## config.mk

```make
export PLATFORM = sky130hd
export DESIGN_NAME = tblc_regs
export DESIGN_NICKNAME = d
export VERILOG_FILES = /design/src/design/tblc_pkg.sv /design/src/design/tblc_sync.sv /design/src/design/tblc_divider.sv /design/src/design/tblc_regs.sv
export SDC_FILE = /design/constraint.sdc
export NUM_CORES = 1
export LEC_CHECK = 0
export BUFFER_PORTS_ARGS = -buffer_cell sky130_fd_sc_hd__buf_2
export CELL_PAD_IN_SITES_DETAIL_PLACEMENT = 0
export CELL_PAD_IN_SITES_GLOBAL_PLACEMENT = 1
export CORE_ASPECT_RATIO = 1.5
export CORE_UTILIZATION = 33
export CTS_CLUSTER_DIAMETER = 100
export DETAILED_ROUTE_END_ITERATION = 8
export HOLD_SLACK_MARGIN = 0.02
export PLACE_DENSITY = 0.76
export SETUP_SLACK_MARGIN = 0.4
export SLEW_MARGIN = 20
export SYNTH_ARGS = -nofsm -noshare
export SYNTH_HDL_FRONTEND = slang
export SYNTH_SLANG_ARGS = --single-unit
```

## constraint.sdc

```tcl
create_clock -name REF_CLK -period 2.5 [get_ports REF_CLK]
set_clock_uncertainty 0.15 [all_clocks]
set_input_delay 0 -clock REF_CLK [delete_from_list [all_inputs] [get_ports REF_CLK]]
set_output_delay 0 -clock REF_CLK [all_outputs]
set_load 0.03 [all_outputs]
```

## src/design/tblc_pkg.sv

```systemverilog
// Package: offsets, field layouts, reset values and types of the config bank
package tblc_pkg;

    // ------------------------------------------------------------------
    // Register byte offsets
    // ------------------------------------------------------------------
    localparam logic [11:0] TBLC_OFS_TEST    = 12'h008;
    localparam logic [11:0] TBLC_OFS_REFBIAS = 12'h00C;
    localparam logic [11:0] TBLC_OFS_LEAD_OFF_CONTROL    = 12'h010;
    localparam logic [11:0] TBLC_OFS_IRQ_ST  = 12'h020;
    localparam logic [11:0] TBLC_OFS_IRQ_EN  = 12'h024;
    localparam logic [11:0] TBLC_OFS_IRQ_CLR = 12'h028;
    localparam logic [11:0] TBLC_OFS_MUX     = 12'h02C;

    // ------------------------------------------------------------------
    // Reset values
    // ------------------------------------------------------------------
    localparam logic [7:0] TBLC_RST_TEST    = 8'hC0;
    localparam logic [7:0] TBLC_RST_REFBIAS = 8'h60;
    localparam logic [7:0] TBLC_RST_LEAD_OFF_CONTROL    = 8'h00;

    // ------------------------------------------------------------------
    // Field positions
    // ------------------------------------------------------------------
    localparam int TBLC_TEST_SRC_BIT   = 4;
    localparam int TBLC_TEST_AMP_BIT   = 2;
    localparam int TBLC_RB_REFBUF_BIT  = 7;
    localparam int TBLC_RB_MEAS_BIT    = 4;
    localparam int TBLC_RB_BREF_BIT    = 3;
    localparam int TBLC_RB_BBUF_BIT    = 2;
    localparam int TBLC_RB_SENSE_BIT   = 1;
    localparam int TBLC_RB_STAT_BIT    = 0;

    localparam logic [2:0] TBLC_MUX_BIAS = 3'h2;
    localparam int TBLC_NUM_IRQ        = 2;
    localparam int TBLC_IRQ_OFF_BIT    = 0;
    localparam int TBLC_IRQ_ON_BIT     = 1;

    // ------------------------------------------------------------------
    // Timing: divider exponents of the system clock
    // ------------------------------------------------------------------
    localparam int TBLC_TEST_DIV_SLOW = 21;
    localparam int TBLC_TEST_DIV_FAST = 20;
    localparam int TBLC_LEAD_OFF_CONTROL_DIV_SLOW = 18;
    localparam int TBLC_LEAD_OFF_CONTROL_DIV_FAST = 16;
    localparam int TBLC_CNT_W         = 22;

    typedef enum logic [1:0] {
        TBLC_TF_SLOW,
        TBLC_TF_FAST,
        TBLC_TF_UNUSED,
        TBLC_TF_DC
    } tblc_tfreq_t;

    typedef enum logic [1:0] {
        TBLC_LF_DC,
        TBLC_LF_SLOW,
        TBLC_LF_FAST,
        TBLC_LF_DRATE
    } tblc_lfreq_t;

    typedef struct packed {
        logic        fixed_hi;
        logic        test_internal;
        logic        test_amplitude_select;
        tblc_tfreq_t test_frequency_select;
    } tblc_test_t;

    typedef struct packed {
        logic reference_buffer_enable;
        logic bias_measure_route;
        logic bias_reference_internal;
        logic bias_buffer_enable;
        logic bias_sense_enable;
    } tblc_refbias_t;

    typedef struct packed {
        logic [2:0]  comparator_threshold;
        logic [1:0]  excitation_current_select;
        tblc_lfreq_t detection_frequency_select;
    } tblc_lead_off_control_t;

endpackage : tblc_pkg

```

## src/design/tblc_sync.sv

```systemverilog
// Three-stage input synchroniser with agreement filter
`timescale 1ns/1ps
module tblc_sync
    import tblc_pkg::*;
(
    input  wire logic REF_CLK,
    input  wire logic RST_N,
    input  wire logic din,
    output logic      dout
);
    logic [2:0] sh_q;

    always_ff @(posedge REF_CLK) begin
        if (!RST_N) begin
            sh_q <= 3'h0;
        end else begin
            sh_q <= {sh_q[1:0], din};
        end
    end

    // Stage 0 feeds only stage 1; change accepted when stages 1 and 2 agree
    always_ff @(posedge REF_CLK) begin
        if (!RST_N) begin
            dout <= 1'b0;
        end else if (sh_q[1] == sh_q[2]) begin
            dout <= sh_q[2];
        end
    end
endmodule : tblc_sync

```

## src/design/tblc_divider.sv

```systemverilog
// Free-running divider producing one-cycle ticks at clock / 2^n
`timescale 1ns/1ps
module tblc_divider
    import tblc_pkg::*;
#(
    parameter int CNT_W = TBLC_CNT_W
)(
    input  wire logic             REF_CLK,
    input  wire logic             RST_N,
    input  wire logic [4:0]       exp_sel,
    output logic                  tick,
    output logic                  phase
);
    logic [CNT_W-1:0] cnt_q;
    logic [CNT_W-1:0] mask;

    always_ff @(posedge REF_CLK) begin
        if (!RST_N) begin
            cnt_q <= '0;
        end else begin
            cnt_q <= cnt_q + 1'b1;
        end
    end

    always_comb begin
        mask = CNT_W'((1 << exp_sel) - 1);
        tick = ((cnt_q & mask) == mask);
        phase = (exp_sel == 5'h0) ? 1'b0 : cnt_q[exp_sel - 5'h1];
    end
endmodule : tblc_divider

```

## src/design/tblc_regs.sv

```systemverilog
// Test-signal, reference/bias and lead-off configuration bank on APB
//
// Overview of operation
// Host writes 110 on top, 0 bit3
// Bit 4 picks internal test source
// Bit 2 doubles calibration amplitude
// Frequency field: /2^21, /2^20, unused, dc
// Host writes ones to bits 6,5
// Bit 7 enables reference buffer
// Bit 4 routes bias input to mux 010
// Bit 3 picks internal bias reference
// Bit 2 powers bias buffer
// Bit 1 enables bias sense
// Bit 0 reads live bias lead-off status
// Threshold code drives paired comparator levels
// Host keeps lead-off bit 4 zero
// Current field selects excitation magnitude
// Frequency field selects dc or ac detection
// Mux code 010 with route measures bias
// Readback returns written bits, status live
//
// Our own choice: the APB interface to the registers.
`timescale 1ns/1ps
module tblc_regs
    import tblc_pkg::*;
#(
    parameter int NUM_CH = 8
)(
    input  wire logic                REF_CLK,
    input  wire logic                RST_N,
    input  wire logic                PSEL,
    input  wire logic                PENABLE,
    input  wire logic                PWRITE,
    input  wire logic [11:0]         PADDR,
    input  wire logic [31:0]         PWDATA,
    output logic      [31:0]         PRDATA,
    output logic                     PREADY,
    output logic                     PSLVERR,
    input  wire logic                BIAS_LEAD_OFF_CONTROL_IN,
    input  wire logic                DRATE_TICK,
    output tblc_test_t               TEST_CFG,
    output tblc_refbias_t            REFBIAS_CFG,
    output tblc_lead_off_control_t               LEAD_OFF_CONTROL_CFG,
    output logic                     TEST_PULSE,
    output logic                     LEAD_OFF_CONTROL_EXCITE,
    output logic      [NUM_CH-1:0]   BIAS_ROUTE_CH,
    output logic                     IRQ
);
    // ------------------------------------------------------------------
    // Storage
    // ------------------------------------------------------------------
    logic [7:0]              test_q;
    logic [7:0]              refbias_q;
    logic [7:0]              lead_off_control_q;
    logic [3*NUM_CH-1:0]     mux_q;
    logic [TBLC_NUM_IRQ-1:0] irq_st_q;
    logic [TBLC_NUM_IRQ-1:0] irq_en_q;
    logic [TBLC_NUM_IRQ-1:0] irq_set;
    logic [TBLC_NUM_IRQ-1:0] irq_clr;
    logic                    bias_off;
    logic                    bias_off_q;
    logic                    wr_en;
    logic                    rd_hit;
    logic                    drate_q;
    logic [1:0]              drate_cnt_q;
    logic                    test_tick;
    logic                    test_phase;
    logic                    lead_off_control_tick;
    logic                    lead_off_control_phase;
    logic [4:0]              test_exp;
    logic [4:0]              lead_off_control_exp;

    // ------------------------------------------------------------------
    // APB decode: zero wait states, unmapped address gives an error
    // ------------------------------------------------------------------
    assign PREADY = 1'b1;
    assign wr_en  = PSEL && PENABLE && PWRITE;

    always_comb begin
        case (PADDR)
            TBLC_OFS_TEST, TBLC_OFS_REFBIAS, TBLC_OFS_LEAD_OFF_CONTROL,
            TBLC_OFS_IRQ_ST, TBLC_OFS_IRQ_EN, TBLC_OFS_IRQ_CLR,
            TBLC_OFS_MUX: rd_hit = 1'b1;
            default:      rd_hit = 1'b0;
        endcase
    end

    assign PSLVERR = PSEL && PENABLE && !rd_hit;

    // ------------------------------------------------------------------
    // Configuration registers
    // ------------------------------------------------------------------
    always_ff @(posedge REF_CLK) begin
        if (!RST_N) begin
            test_q <= TBLC_RST_TEST;
        end else if (wr_en && PADDR == TBLC_OFS_TEST) begin
            test_q <= PWDATA[7:0];
        end
    end

    always_ff @(posedge REF_CLK) begin
        if (!RST_N) begin
            refbias_q <= TBLC_RST_REFBIAS;
        end else if (wr_en && PADDR == TBLC_OFS_REFBIAS) begin
            // Status bit is never stored; it reads the live detector
            refbias_q <= {PWDATA[7:1], 1'b0};
        end
    end

    always_ff @(posedge REF_CLK) begin
        if (!RST_N) begin
            lead_off_control_q <= TBLC_RST_LEAD_OFF_CONTROL;
        end else if (wr_en && PADDR == TBLC_OFS_LEAD_OFF_CONTROL) begin
            lead_off_control_q <= PWDATA[7:0];
        end
    end

    // Per-channel input selection codes, kept here for the bias route
    always_ff @(posedge REF_CLK) begin
        if (!RST_N) begin
            mux_q <= '0;
        end else if (wr_en && PADDR == TBLC_OFS_MUX) begin
            mux_q <= PWDATA[3*NUM_CH-1:0];
        end
    end

    // ------------------------------------------------------------------
    // Decoded controls
    // ------------------------------------------------------------------
    always_comb begin
        TEST_CFG.fixed_hi              = test_q[7];
        TEST_CFG.test_internal         = test_q[TBLC_TEST_SRC_BIT];
        TEST_CFG.test_amplitude_select = test_q[TBLC_TEST_AMP_BIT];
        TEST_CFG.test_frequency_select = tblc_tfreq_t'(test_q[1:0]);
        REFBIAS_CFG.reference_buffer_enable =
            refbias_q[TBLC_RB_REFBUF_BIT];
        REFBIAS_CFG.bias_measure_route = refbias_q[TBLC_RB_MEAS_BIT];
        REFBIAS_CFG.bias_reference_internal =
            refbias_q[TBLC_RB_BREF_BIT];
        REFBIAS_CFG.bias_buffer_enable = refbias_q[TBLC_RB_BBUF_BIT];
        REFBIAS_CFG.bias_sense_enable  = refbias_q[TBLC_RB_SENSE_BIT];
        LEAD_OFF_CONTROL_CFG.comparator_threshold      = lead_off_control_q[7:5];
        LEAD_OFF_CONTROL_CFG.excitation_current_select = lead_off_control_q[3:2];
        LEAD_OFF_CONTROL_CFG.detection_frequency_select =
            tblc_lfreq_t'(lead_off_control_q[1:0]);
    end

    // Channel whose mux code is 010 sees the bias input when routed
    genvar g;
    generate
        for (g = 0; g < NUM_CH; g++) begin : g_route
            assign BIAS_ROUTE_CH[g] = refbias_q[TBLC_RB_MEAS_BIT] &&
                (mux_q[3*g +: 3] == TBLC_MUX_BIAS);
        end
    endgenerate

    // ------------------------------------------------------------------
    // Test-signal and lead-off timing
    // ------------------------------------------------------------------
    always_comb begin
        case (tblc_tfreq_t'(test_q[1:0]))
            TBLC_TF_SLOW: test_exp = 5'(TBLC_TEST_DIV_SLOW);
            TBLC_TF_FAST: test_exp = 5'(TBLC_TEST_DIV_FAST);
            default:      test_exp = 5'(TBLC_TEST_DIV_SLOW);
        endcase
        case (tblc_lfreq_t'(lead_off_control_q[1:0]))
            TBLC_LF_SLOW: lead_off_control_exp = 5'(TBLC_LEAD_OFF_CONTROL_DIV_SLOW);
            TBLC_LF_FAST: lead_off_control_exp = 5'(TBLC_LEAD_OFF_CONTROL_DIV_FAST);
            default:      lead_off_control_exp = 5'(TBLC_LEAD_OFF_CONTROL_DIV_SLOW);
        endcase
    end

    tblc_divider #(.CNT_W(TBLC_CNT_W)) u_test_div (
        .REF_CLK (REF_CLK),
        .RST_N   (RST_N),
        .exp_sel (test_exp),
        .tick    (test_tick),
        .phase   (test_phase)
    );

    tblc_divider #(.CNT_W(TBLC_CNT_W)) u_lead_off_control_div (
        .REF_CLK (REF_CLK),
        .RST_N   (RST_N),
        .exp_sel (lead_off_control_exp),
        .tick    (lead_off_control_tick),
        .phase   (lead_off_control_phase)
    );

    // Data-rate ticks from another domain: edge of synchronised level
    logic drate_s;
    tblc_sync u_drate_sync (
        .REF_CLK (REF_CLK),
        .RST_N   (RST_N),
        .din     (DRATE_TICK),
        .dout    (drate_s)
    );

    always_ff @(posedge REF_CLK) begin
        if (!RST_N) begin
            drate_q     <= 1'b0;
            drate_cnt_q <= 2'h0;
        end else begin
            drate_q <= drate_s;
            if (drate_s && !drate_q) begin
                drate_cnt_q <= drate_cnt_q + 2'h1;
            end
        end
    end

    // Test pulse: square wave, steady high in dc mode, low for external source or unused code
    always_ff @(posedge REF_CLK) begin
        if (!RST_N) begin
            TEST_PULSE <= 1'b0;
        end else if (!test_q[TBLC_TEST_SRC_BIT]) begin
            TEST_PULSE <= 1'b0;
        end else begin
            case (tblc_tfreq_t'(test_q[1:0]))
                TBLC_TF_DC:     TEST_PULSE <= 1'b1;
                TBLC_TF_UNUSED: TEST_PULSE <= 1'b0;
                default:        TEST_PULSE <= test_phase;
            endcase
        end
    end

    // Excitation: steady in dc mode, alternating otherwise
    always_ff @(posedge REF_CLK) begin
        if (!RST_N) begin
            LEAD_OFF_CONTROL_EXCITE <= 1'b0;
        end else begin
            case (tblc_lfreq_t'(lead_off_control_q[1:0]))
                TBLC_LF_DC:    LEAD_OFF_CONTROL_EXCITE <= 1'b1;
                TBLC_LF_DRATE: LEAD_OFF_CONTROL_EXCITE <= drate_cnt_q[1];
                default:       LEAD_OFF_CONTROL_EXCITE <= lead_off_control_phase;
            endcase
        end
    end

    // ------------------------------------------------------------------
    // Bias lead-off status and interrupts
    // ------------------------------------------------------------------
    tblc_sync u_bias_sync (
        .REF_CLK (REF_CLK),
        .RST_N   (RST_N),
        .din     (BIAS_LEAD_OFF_CONTROL_IN),
        .dout    (bias_off)
    );

    always_ff @(posedge REF_CLK) begin
        if (!RST_N) begin
            bias_off_q <= 1'b0;
        end else begin
            bias_off_q <= bias_off;
        end
    end

    assign irq_set[TBLC_IRQ_OFF_BIT] = bias_off && !bias_off_q;
    assign irq_set[TBLC_IRQ_ON_BIT]  = !bias_off && bias_off_q;
    assign irq_clr = (wr_en && PADDR == TBLC_OFS_IRQ_CLR) ?
                     PWDATA[TBLC_NUM_IRQ-1:0] : '0;

    // Set wins over a clear in the same cycle
    always_ff @(posedge REF_CLK) begin
        if (!RST_N) begin
            irq_st_q <= '0;
        end else begin
            irq_st_q <= (irq_st_q & ~irq_clr) | irq_set;
        end
    end

    always_ff @(posedge REF_CLK) begin
        if (!RST_N) begin
            irq_en_q <= '0;
        end else if (wr_en && PADDR == TBLC_OFS_IRQ_EN) begin
            irq_en_q <= PWDATA[TBLC_NUM_IRQ-1:0];
        end
    end

    assign IRQ = |(irq_st_q & irq_en_q);

    // ------------------------------------------------------------------
    // Read data, registered in the setup cycle
    // ------------------------------------------------------------------
    always_ff @(posedge REF_CLK) begin
        if (!RST_N) begin
            PRDATA <= 32'h0000_0000;
        end else if (PSEL && !PENABLE && !PWRITE) begin
            case (PADDR)
                TBLC_OFS_TEST:    PRDATA <= {24'h0, test_q};
                TBLC_OFS_REFBIAS: PRDATA <= {24'h0, refbias_q[7:1],
                                             bias_off};
                TBLC_OFS_LEAD_OFF_CONTROL:    PRDATA <= {24'h0, lead_off_control_q};
                TBLC_OFS_IRQ_ST:  PRDATA <= {30'h0, irq_st_q};
                TBLC_OFS_IRQ_EN:  PRDATA <= {30'h0, irq_en_q};
                TBLC_OFS_MUX:     PRDATA <= {8'h0, mux_q};
                default:          PRDATA <= 32'h0000_0000;
            endcase
        end
    end
endmodule : tblc_regs

```

==> results.sh <==
export IMPL_reg2reg_from="u_lead_off_control_div.cnt_q[0]"
export IMPL_grt_met3_usage_pct=4.00
export IMPL_min_period_ps=1990
export IMPL_via_per_inst=4.83
export IMPL_synth_seq_area_share_pct=45.8
export IMPL_syn_inst=617
export IMPL_root_buffer="clkbuf_16"
export IMPL_grt_pass1_vias=4557
export IMPL_use_met1_pct=17.3
export IMPL_dp_hpwl_um=9240
export IMPL_grt_pass1_wl_um=22400
export IMPL_p_per_area_nw_per_um2=641
export IMPL_vias=4753
export IMPL_yosys_area_top_type="dfxtp_1"
export IMPL_p_leak_nw=2.98
export IMPL_holdPathStages=5
export IMPL_yosysTopAreaCellShare_pct=45.8
export IMPL_crit_path_end_kind="register"
export IMPL_placedCellCount=878
export IMPL_gp_congestion=0.760
export IMPL_grt_max_degree=95
export IMPL_worst_ep_required_time_ps=2640
export IMPL_drtIter0Drc=248
export IMPL_synth_area_per_cell_sq_um=9.07
export IMPL_total_power_w=0.00474
export IMPL_drive_gt1_share_pct=20.2
export IMPL_detail_route_antenna_nets=0
export IMPL_yosys_top_cells_area="dfxtp_1, nand3_1, and2_1"
export IMPL_rsz0062_at_grt="no"
export IMPL_cts_num_sinks=128
export IMPL_power_share_sequential_pct=43.5
export IMPL_vdd_drop_max_mv=0.517
export IMPL_grt_busiest_layer="met2"
export IMPL_clk_path_buf_depth=2
export IMPL_synth_main_ff_cell="dfxtp_1"
export IMPL_hold_path_endpoint="lead_off_control_q[6]"
export IMPL_drc=0
export IMPL_wire_per_inst_um=14.5
export IMPL_clock_fmax_mhz=503
export IMPL_synth_edf_count=0
export IMPL_r2r_end="u_lead_off_control_div.cnt_q[14]"
export IMPL_firstDrtPassIters=4
export IMPL_cp_arrival_ps=2130
export IMPL_instances_no_fill=984
export IMPL_cpPeakStageDelay_ps=550
export IMPL_tns_ps=0
export IMPL_use_met2_pct=30.8
export IMPL_maxCapViolCount=0
export IMPL_htreeDepth=4
export IMPL_internal_power_w=0.00368
export IMPL_start_util_pct=33.5
export IMPL_clk_pin_slew_ps=60
export IMPL_cp_start_kind="primary input"
export IMPL_track_usage_pct=16.5
export IMPL_ys_types=55
export IMPL_num_nets_final=817
export IMPL_multi_input_area_sq_um=2690
export IMPL_syn_to_final_growth_pct=32.2
export IMPL_die_y_um=161
export IMPL_antenna_found_initial=0
export IMPL_async_flop_share_pct=0
export IMPL_synth_area_sq_um=5600
export IMPL_setup_violations=0
export IMPL_worst_path_buf_inv=2
export IMPL_r2r_cells=6
export IMPL_ios=113
export IMPL_cp_max_fo=24
export IMPL_core_sq_um=16700
export IMPL_die_area_sq_um=17500
export IMPL_hold_viol=0
export IMPL_r2r_slack_ps=670
export IMPL_wirelength_um=14300
export IMPL_clock_power_share_pct=51.3
export IMPL_cp_top_family="simple AND/OR/NAND/NOR gates"
export IMPL_maxSlewViolCount=0
export IMPL_critPathSlowestCell="dlygate4sd3_1"
export IMPL_cts_tree="yes"
export IMPL_overflow=0
export IMPL_regArea_sq_um=2560
export IMPL_fillers=1659
export IMPL_die_w_um=108
export IMPL_diodes=0
export IMPL_synth_seq_cells=128
export IMPL_p_sw_w=0.00106
export IMPL_tightest_slew_ps=625
export IMPL_clock_latency_ps=400
export IMPL_row_count=58
export IMPL_crit_chain="buf_2 > nor4_4 > nand3_2 > or3_4 > nand3_1 > o21ai_1 > dlygate4sd3_1"
export IMPL_timing_slew_headroom_pct=58.2
export IMPL_pwr_share_comb_pct=5.1
export IMPL_crit_type="primary input to register"
export IMPL_synth_warnings=0
export IMPL_status="finished, final reports clean"
export IMPL_numCtsBuffers=17
export IMPL_hp_class="primary input to register"
export IMPL_min_delay_start="PADDR[8]"
export IMPL_port_buffers=95
export IMPL_p_sw_share_pct=22.4
export IMPL_fin_crit_sh_pct=79.5
[worst reg2reg max path: cells and delay by family, from the launching register on]
family	cells	cell delay, ps
AO/OA/AOI/OAI	1	150
adder cells (fa/ha/maj)	1	220
flip-flops	1	380
AND/OR/NAND/NOR	4	880
[flip-flops by register name, summed over array words and instances (netlist names), 2 cells and up]
register / count
u_drate_sync.sh_q: 3
PRDATA: 24
test_q: 8
u_bias_sync.sh_q: 3
irq_st_q: 2
lead_off_control_q: 8
u_test_div.cnt_q: 21
drate_cnt_q: 2
mux_q: 24
u_lead_off_control_div.cnt_q: 18
refbias_q: 7
irq_en_q: 2
[cells in the mapped netlist (3+ instances only)]
library cell / n
a21boi_0: 5
a21oi_1: 5
a22o_1: 17
a22oi_1: 4
a2bb2oi_1: 4
and2_1: 46
and2b_1: 3
and3_1: 6
and4_1: 3
buf_2: 5
buf_4: 28
buf_6: 3
clkbuf_1: 18
dfxtp_1: 128
ha_1: 5
inv_1: 4
mux2_2: 4
mux2i_1: 8
nand2_1: 71
nand2b_1: 3
nand3_1: 67
nand4_1: 14
nor2_1: 16
nor2b_1: 5
nor4_1: 4
nor4bb_1: 8
o21ai_0: 47
o21ai_1: 13
o21ai_2: 4
or3_1: 4
xnor2_1: 24
xor2_1: 10
[worst max-delay path by stage]
stage	startpoint	endpoint	slack, ps	cells past startpoint
finish	PADDR[1]	mux_q[19]	510	7
global route	PADDR[5]	test_q[6]	400	8
CTS	refbias_q[4]	BIAS_ROUTE_CH[0]	490	2
detailed placement	PADDR[1]	mux_q[2]	580	6
global placement	PADDR[1]	mux_q[3]	580	6
floorplan	u_lead_off_control_div.cnt_q[0]	u_lead_off_control_div.cnt_q[14]	850	6
[logic make-up (layout without fill, tap and decap cells)]
kind of cell | after synthesis | in the layout | synth area share [%]
and+or+nand+nor | 267 | 268 | 26.5
DFF | 128 | 128 | 45.8
AOI/OAI and AO/OA | 107 | 107 | 12.0
buffers and inverters | 62 | 211 | 6.82
xor gates and xnor gates | 34 | 34 | 5.32
muxes | 12 | 12 | 2.24
adders and majority gates | 5 | 5 | 1.12
other | 2 | 9 | 0.134
[placed cells by master, fill, tap and decap left out, types with 5 or more instances in the layout]
| cell type | instances |
|---|---|
| dfxtp_1 | 128 |
| nand3_1 | 67 |
| dlygate4sd3_1 | 73 |
| a21oi_1 | 5 |
| xor2_1 | 10 |
| mux2i_1 | 8 |
| xnor2_1 | 24 |
| ha_1 | 5 |
| buf_4 | 7 |
| a22o_1 | 17 |
| o21ai_0 | 47 |
| and2_1 | 46 |
| conb_1 | 9 |
| a21boi_0 | 5 |
| clkbuf_16 | 17 |
| and3_1 | 6 |
| nand4_1 | 14 |
| nor4bb_1 | 8 |
| nand2_1 | 71 |
| nor2b_1 | 5 |
| o21ai_1 | 13 |
| buf_2 | 94 |
| nor2_1 | 15 |
[power groups by stage]
stage	clock network (W)	registers, W	logic (W)
final	0.00244	0.00206	0.000244
after global placement	0	0.00211	0.000182
after CTS	0.00249	0.00206	0.000243
after detailed placement	0	0.00211	0.000182
after floorplan	0	0.00211	0.000122
after global routing	0.00258	0.00207	0.000267
[stage by stage]
step	instance area [sq um]	utilization, %	hold WS [ps]	setup WS (ps)
2_1_floorplan	5620	-	-26.0	852
3_3_place_gp	6060	36.3	58.4	585
3_5_place_dp	6060	36.3	60.6	582
4_1_cts	7380	44.2	36.0	486
5_1_grt	7400	44.3	68.5	401
6_report	7400	44.3	41.0	512
[final cells by class]
class | instances | area share, %
multi-input combinational | 435 | 36.4
inverter | 4 | 0.203
clock inverter | 12 | 1.81
clock buffer | 20 | 6.17
sequential | 128 | 34.6
timing repair buffer | 175 | 17.2
tap | 210 | 3.55
[per-layer routing]
layer,wire length [um],vias to the layer above,part of all wire (%)
li1,-,2420,-
met1,5740,2205,40
met2,7600,107,53
met3,647,21,4.5
met4,289,0,2.0
met5,0,-,0
[repair_timing]
item / CTS / global route
endpoints found under the hold margin: 55 / 0
setup endpoints to repair: 0 / 17
hold buffers: 73 / 0
resized for setup: 0 / 2
setup buffers: 0 / 0
Note: power is estimated with default switching activity, not from simulation.
